## src/logic/fault_cfg_defines.vh

```
// Constants for the drive/input configuration and fault report mask block
`ifndef FAULT_CFG_DEFINES_VH
`define FAULT_CFG_DEFINES_VH

// Register selectors on the configuration write/read port
`define REG_DRIVE_CFG        1'h0
`define REG_FAULT_MASK       1'h1

// drive_and_input_config field positions
`define VREF_SEL_BIT         4
`define PIN_FUNC_BIT         3
`define DRIVE_MSB            2
`define DRIVE_LSB            0

// fault_report_mask_config field positions
`define SPARE_BIT            15
`define SC_MASK_BIT          14
`define OC_MASK_BIT          13
`define GM_ROUTE_MSB         12
`define GM_ROUTE_LSB         11
`define PS_TSD_EN_BIT        8
`define GD_TSD_MASK_BIT      7

// Reset values
`define DRIVE_CFG_RESET      16'h0010
`define FAULT_MASK_RESET     16'h8940

// Gate monitor routing codes
`define GM_MASKED            2'h0
`define GM_TO_PRIMARY        2'h1
`define GM_TO_SECONDARY      2'h2
`define GM_LIVE_STATE        2'h3

// Segment enable patterns (six segments, thirds and sixths)
`define SEG_ALL              6'h3F
`define SEG_THIRD            6'h03
`define SEG_SIXTH            6'h01

`endif

```

## src/logic/gate_driver_config_fault_mask_regs.v

```verilog
// Drive strength, analog pin function and fault report mask registers
`include "fault_cfg_defines.vh"

module gate_driver_config_fault_mask_regs (
  input  wire        sys_clk,
  input  wire        reset_n,
  input  wire        cfg_wr_en,
  input  wire        cfg_sel,
  input  wire [15:0] cfg_wdata,
  output reg  [15:0] cfg_rdata,
  input  wire        active_mode,
  input  wire        config_check_disable,
  input  wire        analog_pin_five,
  input  wire        analog_pin_six,
  input  wire        short_circuit_fault,
  input  wire        overcurrent_fault,
  input  wire        gate_monitor_fault,
  input  wire        gate_voltage_state,
  input  wire        switch_thermal_fault,
  input  wire        driver_thermal_fault,
  output reg         vref_external,
  output reg         short_circuit_enable_in,
  output reg         short_circuit_command_in,
  output reg         converter_pin_five,
  output reg         converter_pin_six,
  output reg         pin_five_pullup_on,
  output reg  [5:0]  segment_enable,
  output reg  [15:0] secondary_config_checksum,
  output reg         config_check_fault,
  output reg         secondary_shutdown,
  output reg         primary_alarm_n,
  output reg         secondary_alarm_n
);

  reg  [15:0] drive_and_input_config_r;
  reg  [15:0] fault_report_mask_config_r;
  reg  [1:0]  pin5_sync_r;
  reg  [1:0]  pin6_sync_r;
  reg  [5:0]  flt_sync1_r;
  reg  [5:0]  flt_sync2_r;
  wire        analog_pin_function_select;
  wire [2:0]  drive_strength_select;
  wire [1:0]  gate_monitor_report_route;
  wire        short_circuit_report_mask;
  wire        overcurrent_report_mask;
  wire        switch_thermal_report_enable;
  wire        driver_thermal_report_mask;
  wire        drive_change;
  reg  [5:0]  segment_nxt;
  reg         primary_nxt;
  reg         secondary_nxt;

  assign analog_pin_function_select =
    drive_and_input_config_r[`PIN_FUNC_BIT];
  assign drive_strength_select =
    drive_and_input_config_r[`DRIVE_MSB:`DRIVE_LSB];
  assign gate_monitor_report_route =
    fault_report_mask_config_r[`GM_ROUTE_MSB:`GM_ROUTE_LSB];
  assign short_circuit_report_mask =
    fault_report_mask_config_r[`SC_MASK_BIT];
  assign overcurrent_report_mask = fault_report_mask_config_r[`OC_MASK_BIT];
  assign switch_thermal_report_enable =
    fault_report_mask_config_r[`PS_TSD_EN_BIT];
  assign driver_thermal_report_mask =
    fault_report_mask_config_r[`GD_TSD_MASK_BIT];

  // Checksum image of both registers, spare bit included, kept in a
  // flop like every data output; a write never starts a check by itself
  always @(posedge sys_clk or negedge reset_n) begin
    if (!reset_n) begin
      secondary_config_checksum <= `DRIVE_CFG_RESET ^ `FAULT_MASK_RESET;
    end else begin
      secondary_config_checksum <=
        drive_and_input_config_r ^ fault_report_mask_config_r;
    end
  end

  // A drive change in active mode with checking still on is a config fault
  // The flag rises at the write edge, so the host sees it as soon as the write completes
  assign drive_change = cfg_wr_en && (cfg_sel == `REG_DRIVE_CFG) &&
    (cfg_wdata[`DRIVE_MSB:`DRIVE_LSB] != drive_strength_select);

  // Register writes; active mode never blocks them
  // Whole words are stored; bits with no function here still read back
  always @(posedge sys_clk or negedge reset_n) begin
    if (!reset_n) begin
      drive_and_input_config_r   <= `DRIVE_CFG_RESET;
      fault_report_mask_config_r <= `FAULT_MASK_RESET;
    end else if (cfg_wr_en) begin
      if (cfg_sel == `REG_DRIVE_CFG)
        drive_and_input_config_r <= cfg_wdata;
      else
        fault_report_mask_config_r <= cfg_wdata;
    end
  end

  // Sticky config check fault; a spare-only write never raises it
  always @(posedge sys_clk or negedge reset_n) begin
    if (!reset_n) begin
      config_check_fault <= 1'b0;
    end else if (drive_change && active_mode && !config_check_disable) begin
      config_check_fault <= 1'b1;
    end
  end

  // Two-stage synchronisers for pins and fault levels from other domains
  // Levels only: a fault pulse shorter than a clock period may be missed
  always @(posedge sys_clk or negedge reset_n) begin
    if (!reset_n) begin
      pin5_sync_r <= 2'h0;
      pin6_sync_r <= 2'h0;
      flt_sync1_r <= 6'h00;
      flt_sync2_r <= 6'h00;
    end else begin
      pin5_sync_r <= {pin5_sync_r[0], analog_pin_five};
      pin6_sync_r <= {pin6_sync_r[0], analog_pin_six};
      flt_sync1_r <= {driver_thermal_fault, switch_thermal_fault,
                      gate_voltage_state, gate_monitor_fault,
                      overcurrent_fault, short_circuit_fault};
      flt_sync2_r <= flt_sync1_r;
    end
  end

  // Segment pattern from drive code; codes above one all map to a sixth
  always @* begin
    case (drive_strength_select)
      3'h0:    segment_nxt = `SEG_ALL;
      3'h1:    segment_nxt = `SEG_THIRD;
      default: segment_nxt = `SEG_SIXTH;
    endcase
  end

  // Alarm combining; spare bit deliberately not read here
  // Gate monitor code three shows the live gate state, fault or not
  always @* begin
    primary_nxt   = 1'b1;
    secondary_nxt = 1'b1;
    if (flt_sync2_r[0] && !short_circuit_report_mask)
      primary_nxt = 1'b0;
    if (flt_sync2_r[1] && !overcurrent_report_mask)
      primary_nxt = 1'b0;
    if (flt_sync2_r[4] && switch_thermal_report_enable)
      primary_nxt = 1'b0;
    if (flt_sync2_r[5] && !driver_thermal_report_mask)
      primary_nxt = 1'b0;
    case (gate_monitor_report_route)
      `GM_TO_PRIMARY: begin
        if (flt_sync2_r[2])
          primary_nxt = 1'b0;
      end
      `GM_TO_SECONDARY: begin
        if (flt_sync2_r[2])
          secondary_nxt = 1'b0;
      end
      `GM_LIVE_STATE: begin
        secondary_nxt = ~flt_sync2_r[3];
      end
      default: begin
        secondary_nxt = 1'b1;
      end
    endcase
  end

  // Registered outputs
  always @(posedge sys_clk or negedge reset_n) begin
    if (!reset_n) begin
      vref_external            <= 1'b1;
      short_circuit_enable_in  <= 1'b0;
      short_circuit_command_in <= 1'b0;
      converter_pin_five       <= 1'b0;
      converter_pin_six        <= 1'b0;
      pin_five_pullup_on       <= 1'b0;
      segment_enable           <= `SEG_ALL;
      secondary_shutdown       <= 1'b0;
      primary_alarm_n          <= 1'b1;
      secondary_alarm_n        <= 1'b1;
      cfg_rdata                <= 16'h0000;
    end else begin
      vref_external <= drive_and_input_config_r[`VREF_SEL_BIT];
      if (!analog_pin_function_select) begin
        short_circuit_enable_in  <= pin5_sync_r[1];
        short_circuit_command_in <= pin6_sync_r[1];
        converter_pin_five       <= 1'b0;
        converter_pin_six        <= 1'b0;
      end else begin
        short_circuit_enable_in  <= 1'b0;
        short_circuit_command_in <= 1'b0;
        converter_pin_five       <= pin5_sync_r[1];
        converter_pin_six        <= pin6_sync_r[1];
      end
      // The pull-up only serves the converter use of pin five
      pin_five_pullup_on <= analog_pin_function_select;
      segment_enable     <= segment_nxt;
      // Shutdown ignores the report mask entirely
      secondary_shutdown <= flt_sync2_r[5];
      primary_alarm_n    <= primary_nxt;
      secondary_alarm_n  <= secondary_nxt;
      // Read data trails the select by one cycle; there is no wait state
      cfg_rdata <= (cfg_sel == `REG_DRIVE_CFG) ?
        drive_and_input_config_r : fault_report_mask_config_r;
    end
  end

endmodule // gate_driver_config_fault_mask_regs

```

## config.mk

```make
export PLATFORM = sky130hd
export DESIGN_NAME = gate_driver_config_fault_mask_regs
export DESIGN_NICKNAME = d
export VERILOG_FILES = /design/src/logic/gate_driver_config_fault_mask_regs.v
export VERILOG_INCLUDE_DIRS = /design/src /design/src/logic
export SDC_FILE = /design/constraint.sdc
export NUM_CORES = 1
export LEC_CHECK = 0
export ABC_AREA = 0
export BUFFER_PORTS_ARGS = -buffer_cell sky130_fd_sc_hd__buf_2
export CORE_ASPECT_RATIO = 1.4
export CORE_MARGIN = 5
export CORE_UTILIZATION = 25
export CTS_BUF_LIST = sky130_fd_sc_hd__clkbuf_4
export DETAILED_ROUTE_END_ITERATION = 6
export GPL_TIMING_DRIVEN = 0
export PLACE_DENSITY = 0.5
export SETUP_SLACK_MARGIN = 0.3
export SKIP_LAST_GASP = 1
export SLEW_MARGIN = 5
export SYNTH_ARGS = -nofsm -noshare
export SYNTH_HDL_FRONTEND = slang
export SYNTH_SLANG_ARGS = --single-unit
```

## constraint.sdc

```tcl
create_clock -name sys_clk -period 1.1 [get_ports sys_clk]
set_input_delay 0.11 -clock sys_clk [delete_from_list [all_inputs] [get_ports sys_clk]]
set_output_delay 0.11 -clock sys_clk [all_outputs]
set_load 0.01 [all_outputs]
```

* After elaboration in Yosys (flattened, before gate mapping)
Index checks and enable logic that the tools add are counted.
** Storage, ports and cells
- Register bits after elaboration :: 96
- Bits in latches :: 0
- Bits in writable memories :: 0
- ROM bits :: 0
- Input port bits :: 30
- Output and inout port bits :: 48
- Word-level logic and storage cells :: 56
- Memories kept :: 0
** Operators by class
- Add/subtract/negate cells :: 0
- $mul :: 0
- Div/mod/pow operators :: 0
- Magnitude comparators :: 0
- Equal/unequal tests :: 5
- Shifts and indexed selects :: 0
- Muxes and demuxes :: 14
- Bitwise gates (word level) :: 3
- Reductions and logical operators :: 15
** Operators with widths (number)
- 16-bit two-way mux :: 1
- 16-bit bitwise XOR :: 1
- 6-bit case mux with 2 select lines :: 1
- 1-bit two-way mux :: 11
- 1-bit logical AND :: 8
- 2-bit equality test (second input constant) :: 2
- 1-bit zero test :: 4
- 2-bit AND reduction :: 2
- 3-bit by 1-bit equality test with 1-bit output (second input constant) :: 1
- 3-bit zero test :: 1
- 3-bit != test :: 1
- 2-bit by 1-bit equality test with 1-bit output (second input constant) :: 1
- 1-bit NOT :: 2
- 1-bit case mux with 2 select lines :: 1

* Longest topological paths before layout
Gate-level depths: netlist of run 1.
- Depth after elaboration :: 8
- Gate-level depth with buffers :: 5
- Mapped depth without buffers :: 3

* Worst setup path after synthesis of run 1
Ideal clock, no wire load.
- Kind :: input to register
- Start point :: in cfg_sel
- End point :: reg drive_and_input_config_r[10]
- Setup time :: 0.125 ns
- Data arrival time :: 0.898 ns
- Required time :: 0.975 ns
- Slack :: 0.077 ns
- Stages on the path :: 5
- Path buffers :: 3
- Path through :: buf_6 nor2b_2 buf_6 buf_12 mux2_4
** On the way
- Word-level cells in the longest chain between the ends :: 2
** Ends and longest elaborated chain
- start: declaration :: RTL line gate_driver_config_fault_mask_regs.v:8 : input wire cfg_sel,
- 1-bit NOT (no source line)
- 2-bit AND reduction (no source line)
- end signal: assignment :: RTL line gate_driver_config_fault_mask_regs.v:87 : drive_and_input_config_r <= `DRIVE_CFG_RESET;
- end signal: assignment :: RTL line gate_driver_config_fault_mask_regs.v:91 : drive_and_input_config_r <= cfg_wdata;
- end: declaration :: RTL line gate_driver_config_fault_mask_regs.v:35 : reg [15:0] drive_and_input_config_r;
No other way between the ends.
A chain may end at the register's enable or synchronous reset.

==> metrics.cfg, run 1 <==
[status]
status=finished with violations
violations=hold timing, setup timing

[die]
start_util_pct=25.43
dieArea_um2=15520
core_area_um2=12870
die_w_um=106.7
num_rows=49
die_y_um=145.4
ioPinCount=78

[synthesis]
synth_warnings=0
ys_seq_area_share_pct=70.88
syn-mean-instance-area_um2=17.32
syn_inst=189
ys_ff_latch=92
yosysTopAreaCell=dfrtp_1
ys_top_cells_by_area=dfrtp_1 (59%), mux2_2 (13%), dfstp_2 (12%), xor2_1 (4.3%), mux2_4 (4.1%)
syn-cell-area_um2=3274
yosysTopAreaCellShare_pct=58.85
synth_cell_types=24
synth_nets=219

[sta]
clock_skew_ns=0.01047
period_needed_ns=1.318
timing.final.crit_share_pct=119.8
setup_viol_count_final=14
hold_ws_ns=-0.02232
worst_slack_ns=-0.2183
fmax_ghz=0.7586
rsz0062_at_grt=yes
final-hold-violation-count=6
timing.final.max_slew_violations=0

[layout]
area_delta_synth_final_pct=44.94
antenna_cells=0
final_nets=350
mostFrequentLayoutCells=dfrtp_1 (70), buf_2 (60), mux2_4 (34)
fillers=1257
layout_commonest_cell=dfrtp_1
final_util_pct=36.86
drive_above_1_share_pct=60.92

[critical_path]
critPathMaxFanout=4
crit_required_ns=0.99
cp-start-kind=flop
arrival_ns=1.21
crit_type=flop to output pin
crit_path_end_kind=output pin

[pwr]
finalPower_w=0.008025
netSwitchingPower_w=0.002185
seqPwrFrac_pct=53.8
ir_drop_uv=617.3
p_int_w=0.005841
clockPowerShare_pct=23.5
p_comb_share_pct=22.7
p_per_area_nw_per_um2=1691
power.leakage_nw=2.244
swShare_pct=27.22

[clock_tree]
root_buffer=clkbuf_4
insertion_delay_ns=0.43
clockBufferDepth=2
numCtsBuffers=9
ctsHtreeMaxLevel=3
cts_tree=yes
cts_hold_buf=27
cts.sinks=92
cts.clk_slew.worst_paths_ns=0.14

[routing]
totalWireLength_um=7102
viasPerCell=3.983
wire_per_inst_um=14.86
vias=1904
ant_nets=0
drtPass1Iterations=2
drt_iter0_drc=56
drc_errors=0

[grt]
gr-total-overflow=0
track_usage_pct=9.301
antenna_found_initial=0
grt_pass1_vias=2117
grt_pass1_wl_um=11060
grt_max_degree=70

[flow_run]
maxCapViolCount=0

[placement]
place_congestion=0.6929
dpl.hpwl_um=4409
portBuffers=75
pre_cts_ws_ns=-0.03846

[hold_path]
hold_path_class=input pin to flop

## worst max-delay path, stage by stage (launching register included)
cell and delay, ns:
dfstp_2 0.58, buf_4 0.11, buf_6 0.09
## per-layer routing
metal,vias to the layer above,share of wire (%),GRT usage (%)
met5,-,0,0
met4,0,1.4,3.839
met3,8,4.4,2.841
met2,51,50,14.75
met1,955,44,11.75
li1,890,-,-
## cells by family (layout without fill, tap and decap cells)
group           after synthesis  count (layout)  synth area share, %
compound gates                3               3               0.7644
xor+xnor                     19              19                5.082
buf+inv                      12             148                2.942
flops                        92              92                70.88
mux                          49              49                17.88
other cells                   1               1               0.1145
simple gates                 13              13                2.331
## layout make-up
cell class / count / area, µm² / area share, %
sequential: 92 / 2330 / 49.09
clock inverter: 6 / 63.81 / 1.345
inverter: 3 / 11.26 / 0.2373
clock buffer: 10 / 75.07 / 1.582
timing repair buffer: 120 / 948.4 / 19.98
buffer: 9 / 97.59 / 2.056
multi-input combinational: 85 / 1028 / 21.67
tap: 153 / 191.4 / 4.034
## synthesized netlist by cell type
library cell	count
a2111oi_0	1
a41o_1	1
and2_1	2
buf_12	1
buf_2	1
buf_4	5
buf_6	2
conb_1	1
dfrtp_1	77
dfstp_2	15
inv_1	3
mux2_1	1
mux2_2	39
mux2_4	9
nand2_1	2
nand2_4	1
nand3_1	1
nor2_1	2
nor2b_1	3
nor2b_2	1
nor3_1	1
o22ai_1	1
xnor2_1	3
xor2_1	16
## state kept, by name, indices dropped and copies added (netlist names)
name                        flops
cfg_rdata                      16
drive_and_input_config_r       16
fault_report_mask_config_r     16
secondary_config_checksum      16
flt_sync1_r                     6
flt_sync2_r                     6
pin5_sync_r                     2
pin6_sync_r                     2
segment_enable                  2
config_check_fault              1
converter_pin_five              1
converter_pin_six               1
pin_five_pullup_on              1
primary_alarm_n                 1
secondary_alarm_n               1
secondary_shutdown              1
short_circuit_command_in        1
short_circuit_enable_in         1
vref_external                   1
## what timing repair did
action,4_1_cts,5_1_grt
gates cloned,0,1
setup endpoints to repair,78,176
setup buffers,10,6
hold endpoints to repair,126,6
gates resized for setup,35,34
pin swaps,1,4
## stage by stage
| stage | std cells | TNS [ns] | area [µm²] |
|---|---|---|---|
| 6_report | 478 | -1.616 | 4746 |
| 5_1_grt | 478 | -4.125 | 4746 |
| 4_1_cts | 471 | -2.542 | 4527 |
| 3_5_place_dp | 418 | -0.3169 | 3892 |
| 3_3_place_gp | 417 | -79.30 | 3862 |
| 2_1_floorplan | 189 | 0 | 3296 |
## final timing paths
path | cells after the start | to | startpoint | slack, ns
min reg2reg | 0 | flt_sync2_r[1]$_DFF_PN0_ | flt_sync1_r[1]$_DFF_PN0_ | 0.36
max | 2 | segment_enable[5] | segment_enable[4]$_DFF_PN1_ | -0.22
min in group asynchronous | 2 | pin_five_pullup_on$_DFF_PN0_ | reset_n | 0.13
max reg2reg | 2 | secondary_alarm_n$_DFF_PN1_ | fault_report_mask_config_r[11]$_DFFE_PN1P_ | 0.11
min | 2 | cfg_rdata[0]$_DFF_PN0_ | cfg_sel | -0.02
max in group asynchronous | 3 | fault_report_mask_config_r[5]$_DFFE_PN0P_ | reset_n | 0.40
## power groups by stage
stage	Clock [W]	Combinational [W]	Sequential (W)
2_1_floorplan	0	0.000538	0.00448
3_3_place_gp	0	0.00127	0.00435
3_5_place_dp	0	0.00131	0.00435
4_1_cts	0.00198	0.00167	0.00430
5_1_grt	0.00214	0.00197	0.00440
6_report	0.00188	0.00182	0.00432
Power figures use the tool's default switching activity.
==> run 2: changes to the inputs <==
- ABC_AREA: 0 -> 1
==> run 2 against run 1 <==
Net effect: the flow still finishes with violations (hold timing, setup timing); count of clock-buffer cells in the layout fell by 1; wire length rose by 9.0%; power fell by 3.8%; clock skew fell by 0.0017 ns; design area fell by 1.2%; register-to-register slack barely moved; global-route usage rose by 1.0 points.
==> metrics.cfg, run 2 <==
[status]
status=finished with violations
violations=hold timing, setup timing

[pwr]
p_per_area_nw_per_um2=1647
swShare_pct=27.61
p_comb_share_pct=19.4
p_int_w=0.005590
power.leakage_nw=2.353
netSwitchingPower_w=0.002132
clockPowerShare_pct=26.9
ir_drop_uv=696.3
seqPwrFrac_pct=53.7

[placement]
dpl.hpwl_um=5151
dp_cells=547
placed_area_um2=4029
portBuffers=75
place_congestion=0.6743

[routing]
drtPass1Iterations=4
ant_nets=0
drt_iter0_drc=47
wire_per_inst_um=12.97
totalWireLength_um=7741
viasPerCell=3.832
drc_errors=0
vias=2288

[layout]
fin_cells=597
antenna_cells=0
layout_commonest_cell=nand2_1
area_delta_synth_final_pct=38.76
post-route-cell-area_um2=4690
drive_above_1_share_pct=40.72
fillers=1350
mostFrequentLayoutCells=nand2_1 (79), dfrtp_1 (75), buf_2 (59)
final_util_pct=35.19
final_nets=440

[clock_tree]
ctsHtreeMaxLevel=3
cts.clk_slew.worst_paths_ns=0.15
cts_tree=yes
root_buffer=clkbuf_4
cts.sinks=92
insertion_delay_ns=0.42
clockBufferDepth=2
numCtsBuffers=9

[sta]
worst_slack_ns=-0.2140
rsz0062_at_grt=yes
clock_skew_ns=0.008761
tightest_slew_ns=0.6175
period_needed_ns=1.314
setup_viol_count_final=55
tns_ns=-4.688
maxSlewHeadroom_pct=58.83
timing.final.max_slew_violations=0
fmax_ghz=0.7611
timing.final.crit_share_pct=119.5
final-hold-violation-count=37
hold_ws_ns=-0.3309

[critical_path]
crit_path_end_kind=output pin
path_cells=buf_4 -> buf_6
arrival_ns=1.20
path_delay_family=flip-flops
slowest_delay_ns=0.58
cp-start-kind=flop
crit_required_ns=0.99
crit_slowest_cell=dfstp_2
critPathMaxFanout=4
worst-path-buf-inv=2
crit_type=flop to output pin

[die]
dieArea_um2=15980
core_area_um2=13330
ioPinCount=78
die_w_um=108.3
die_y_um=147.6
num_rows=50
start_util_pct=25.36

[synthesis]
synth_most_common_cell=nand2_1
syn-mean-instance-area_um2=11.69
synth_warnings=0
yosysTopAreaCell=dfrtp_1
ys_seq_area_share_pct=68.68
synth_commonest_cells=nand2_1 (84), dfrtp_1 (77), inv_1 (28)
ys.flop_type=dfrtp_1
async_flop_share_pct=100.0
syn-cell-area_um2=3379
synth_edf_count=0
yosysTopAreaCellShare_pct=57.02
ys_ff_latch=92
syn_inst=289
synth_cell_types=22
synth_nets=319
ys_top_cells_by_area=dfrtp_1 (57%), dfstp_2 (12%), nand2_1 (9.3%), o21ai_2 (5.7%), xor2_1 (4.1%)

[grt]
track_usage_pct=10.33
grt_pass1_vias=2449
grt_max_degree=48
gr-total-overflow=0
antenna_found_initial=0
grt_pass1_wl_um=12530

[hold_path]
hold_path_class=input pin to async pin

[flow_run]
maxCapViolCount=0

==> run 2: logic make-up after synthesis <==
kind of cell | Yosys count | synth area share, %
AOI/OAI and AO/OA | 38 | 8.108
and+or+nand+nor | 97 | 11.63
other | 1 | 0.1110
DFF | 92 | 68.68
xor gates and xnor gates | 17 | 4.406
buffers and inverters | 44 | 7.071
==> run 2: through the flow <==
stage	setup WS (ns)	total power, W
finish	-0.2140	0.007722
global route	-0.3059	0.008192
CTS	-0.2635	0.007782
detailed placement	0.1562	0.005414
global placement	-0.9387	0.005370
floorplan	0.2223	0.004827
==> run 2: path summary, 6_finish.rpt <==
kind / start / endpoint / slack [ns] / cells after the start
setup / recovery: segment_enable[4]$_DFF_PN1_ / segment_enable[4] / -0.21 / 2
hold / removal: reset_n / drive_and_input_config_r[14]$_DFFE_PN0N_ / -0.33 / 1
setup reg to reg: drive_and_input_config_r[1]$_DFFE_PN0N_ / drive_and_input_config_r[1]$_DFFE_PN0N_ / 0.12 / 5
hold reg to reg: flt_sync1_r[3]$_DFF_PN0_ / flt_sync2_r[3]$_DFF_PN0_ / 0.36 / 0
max in group asynchronous: reset_n / vref_external$_DFF_PN1_ / 0.73 / 2
min in group sys_clk: cfg_wr_en / fault_report_mask_config_r[15]$_DFFE_PN1P_ / 0 / 4
==> run 2: what timing repair did <==
action	CTS	global route
pin swaps	4	3
endpoints found under the hold margin	83	43
gates resized for setup	21	20
endpoints found under the setup margin	58	108
hold buffers	27	1
setup buffers	3	4
==> run 2: cell type report <==
class	instances	area [µm²]	area share [%]
multi-input combinational	153	873.3	18.62
tap	182	227.7	4.856
buffer	15	143.9	3.068
timing repair buffer	110	839.6	17.90
clock inverter	7	100.1	2.134
sequential	92	2323	49.55
clock buffer	9	67.56	1.441
inverter	29	113.9	2.428
==> run 2: worst reg2reg max path, stage by stage, from the launching register on <==
cell and delay (ns):
dfrtp_1 0.41, buf_8 0.13, buf_4 0.12, buf_6 0.12, nand2_2 0.06, o21ai_2 0.05
==> run 2: per-layer routing <==
layer / up-vias / global-route usage (%) / routed length (µm) / share of wire (%)
li1: 1125 / - / - / -
met1: 1092 / 11.58 / 2977 / 38
met2: 63 / 18.24 / 4194 / 54
met3: 8 / 3.058 / 464 / 6.0
met4: 0 / 3.980 / 104 / 1.3
met5: - / 0 / 0 / 0
==> run 2: power by group through the flow <==
stage	registers (W)	logic, W	clock network, W
after detailed placement	0.00417	0.00124	0
after global routing	0.00420	0.00166	0.00233
after CTS	0.00413	0.00146	0.00219
after global placement	0.00417	0.00120	0
final	0.00415	0.00150	0.00208
after floorplan	0.00431	0.000522	0
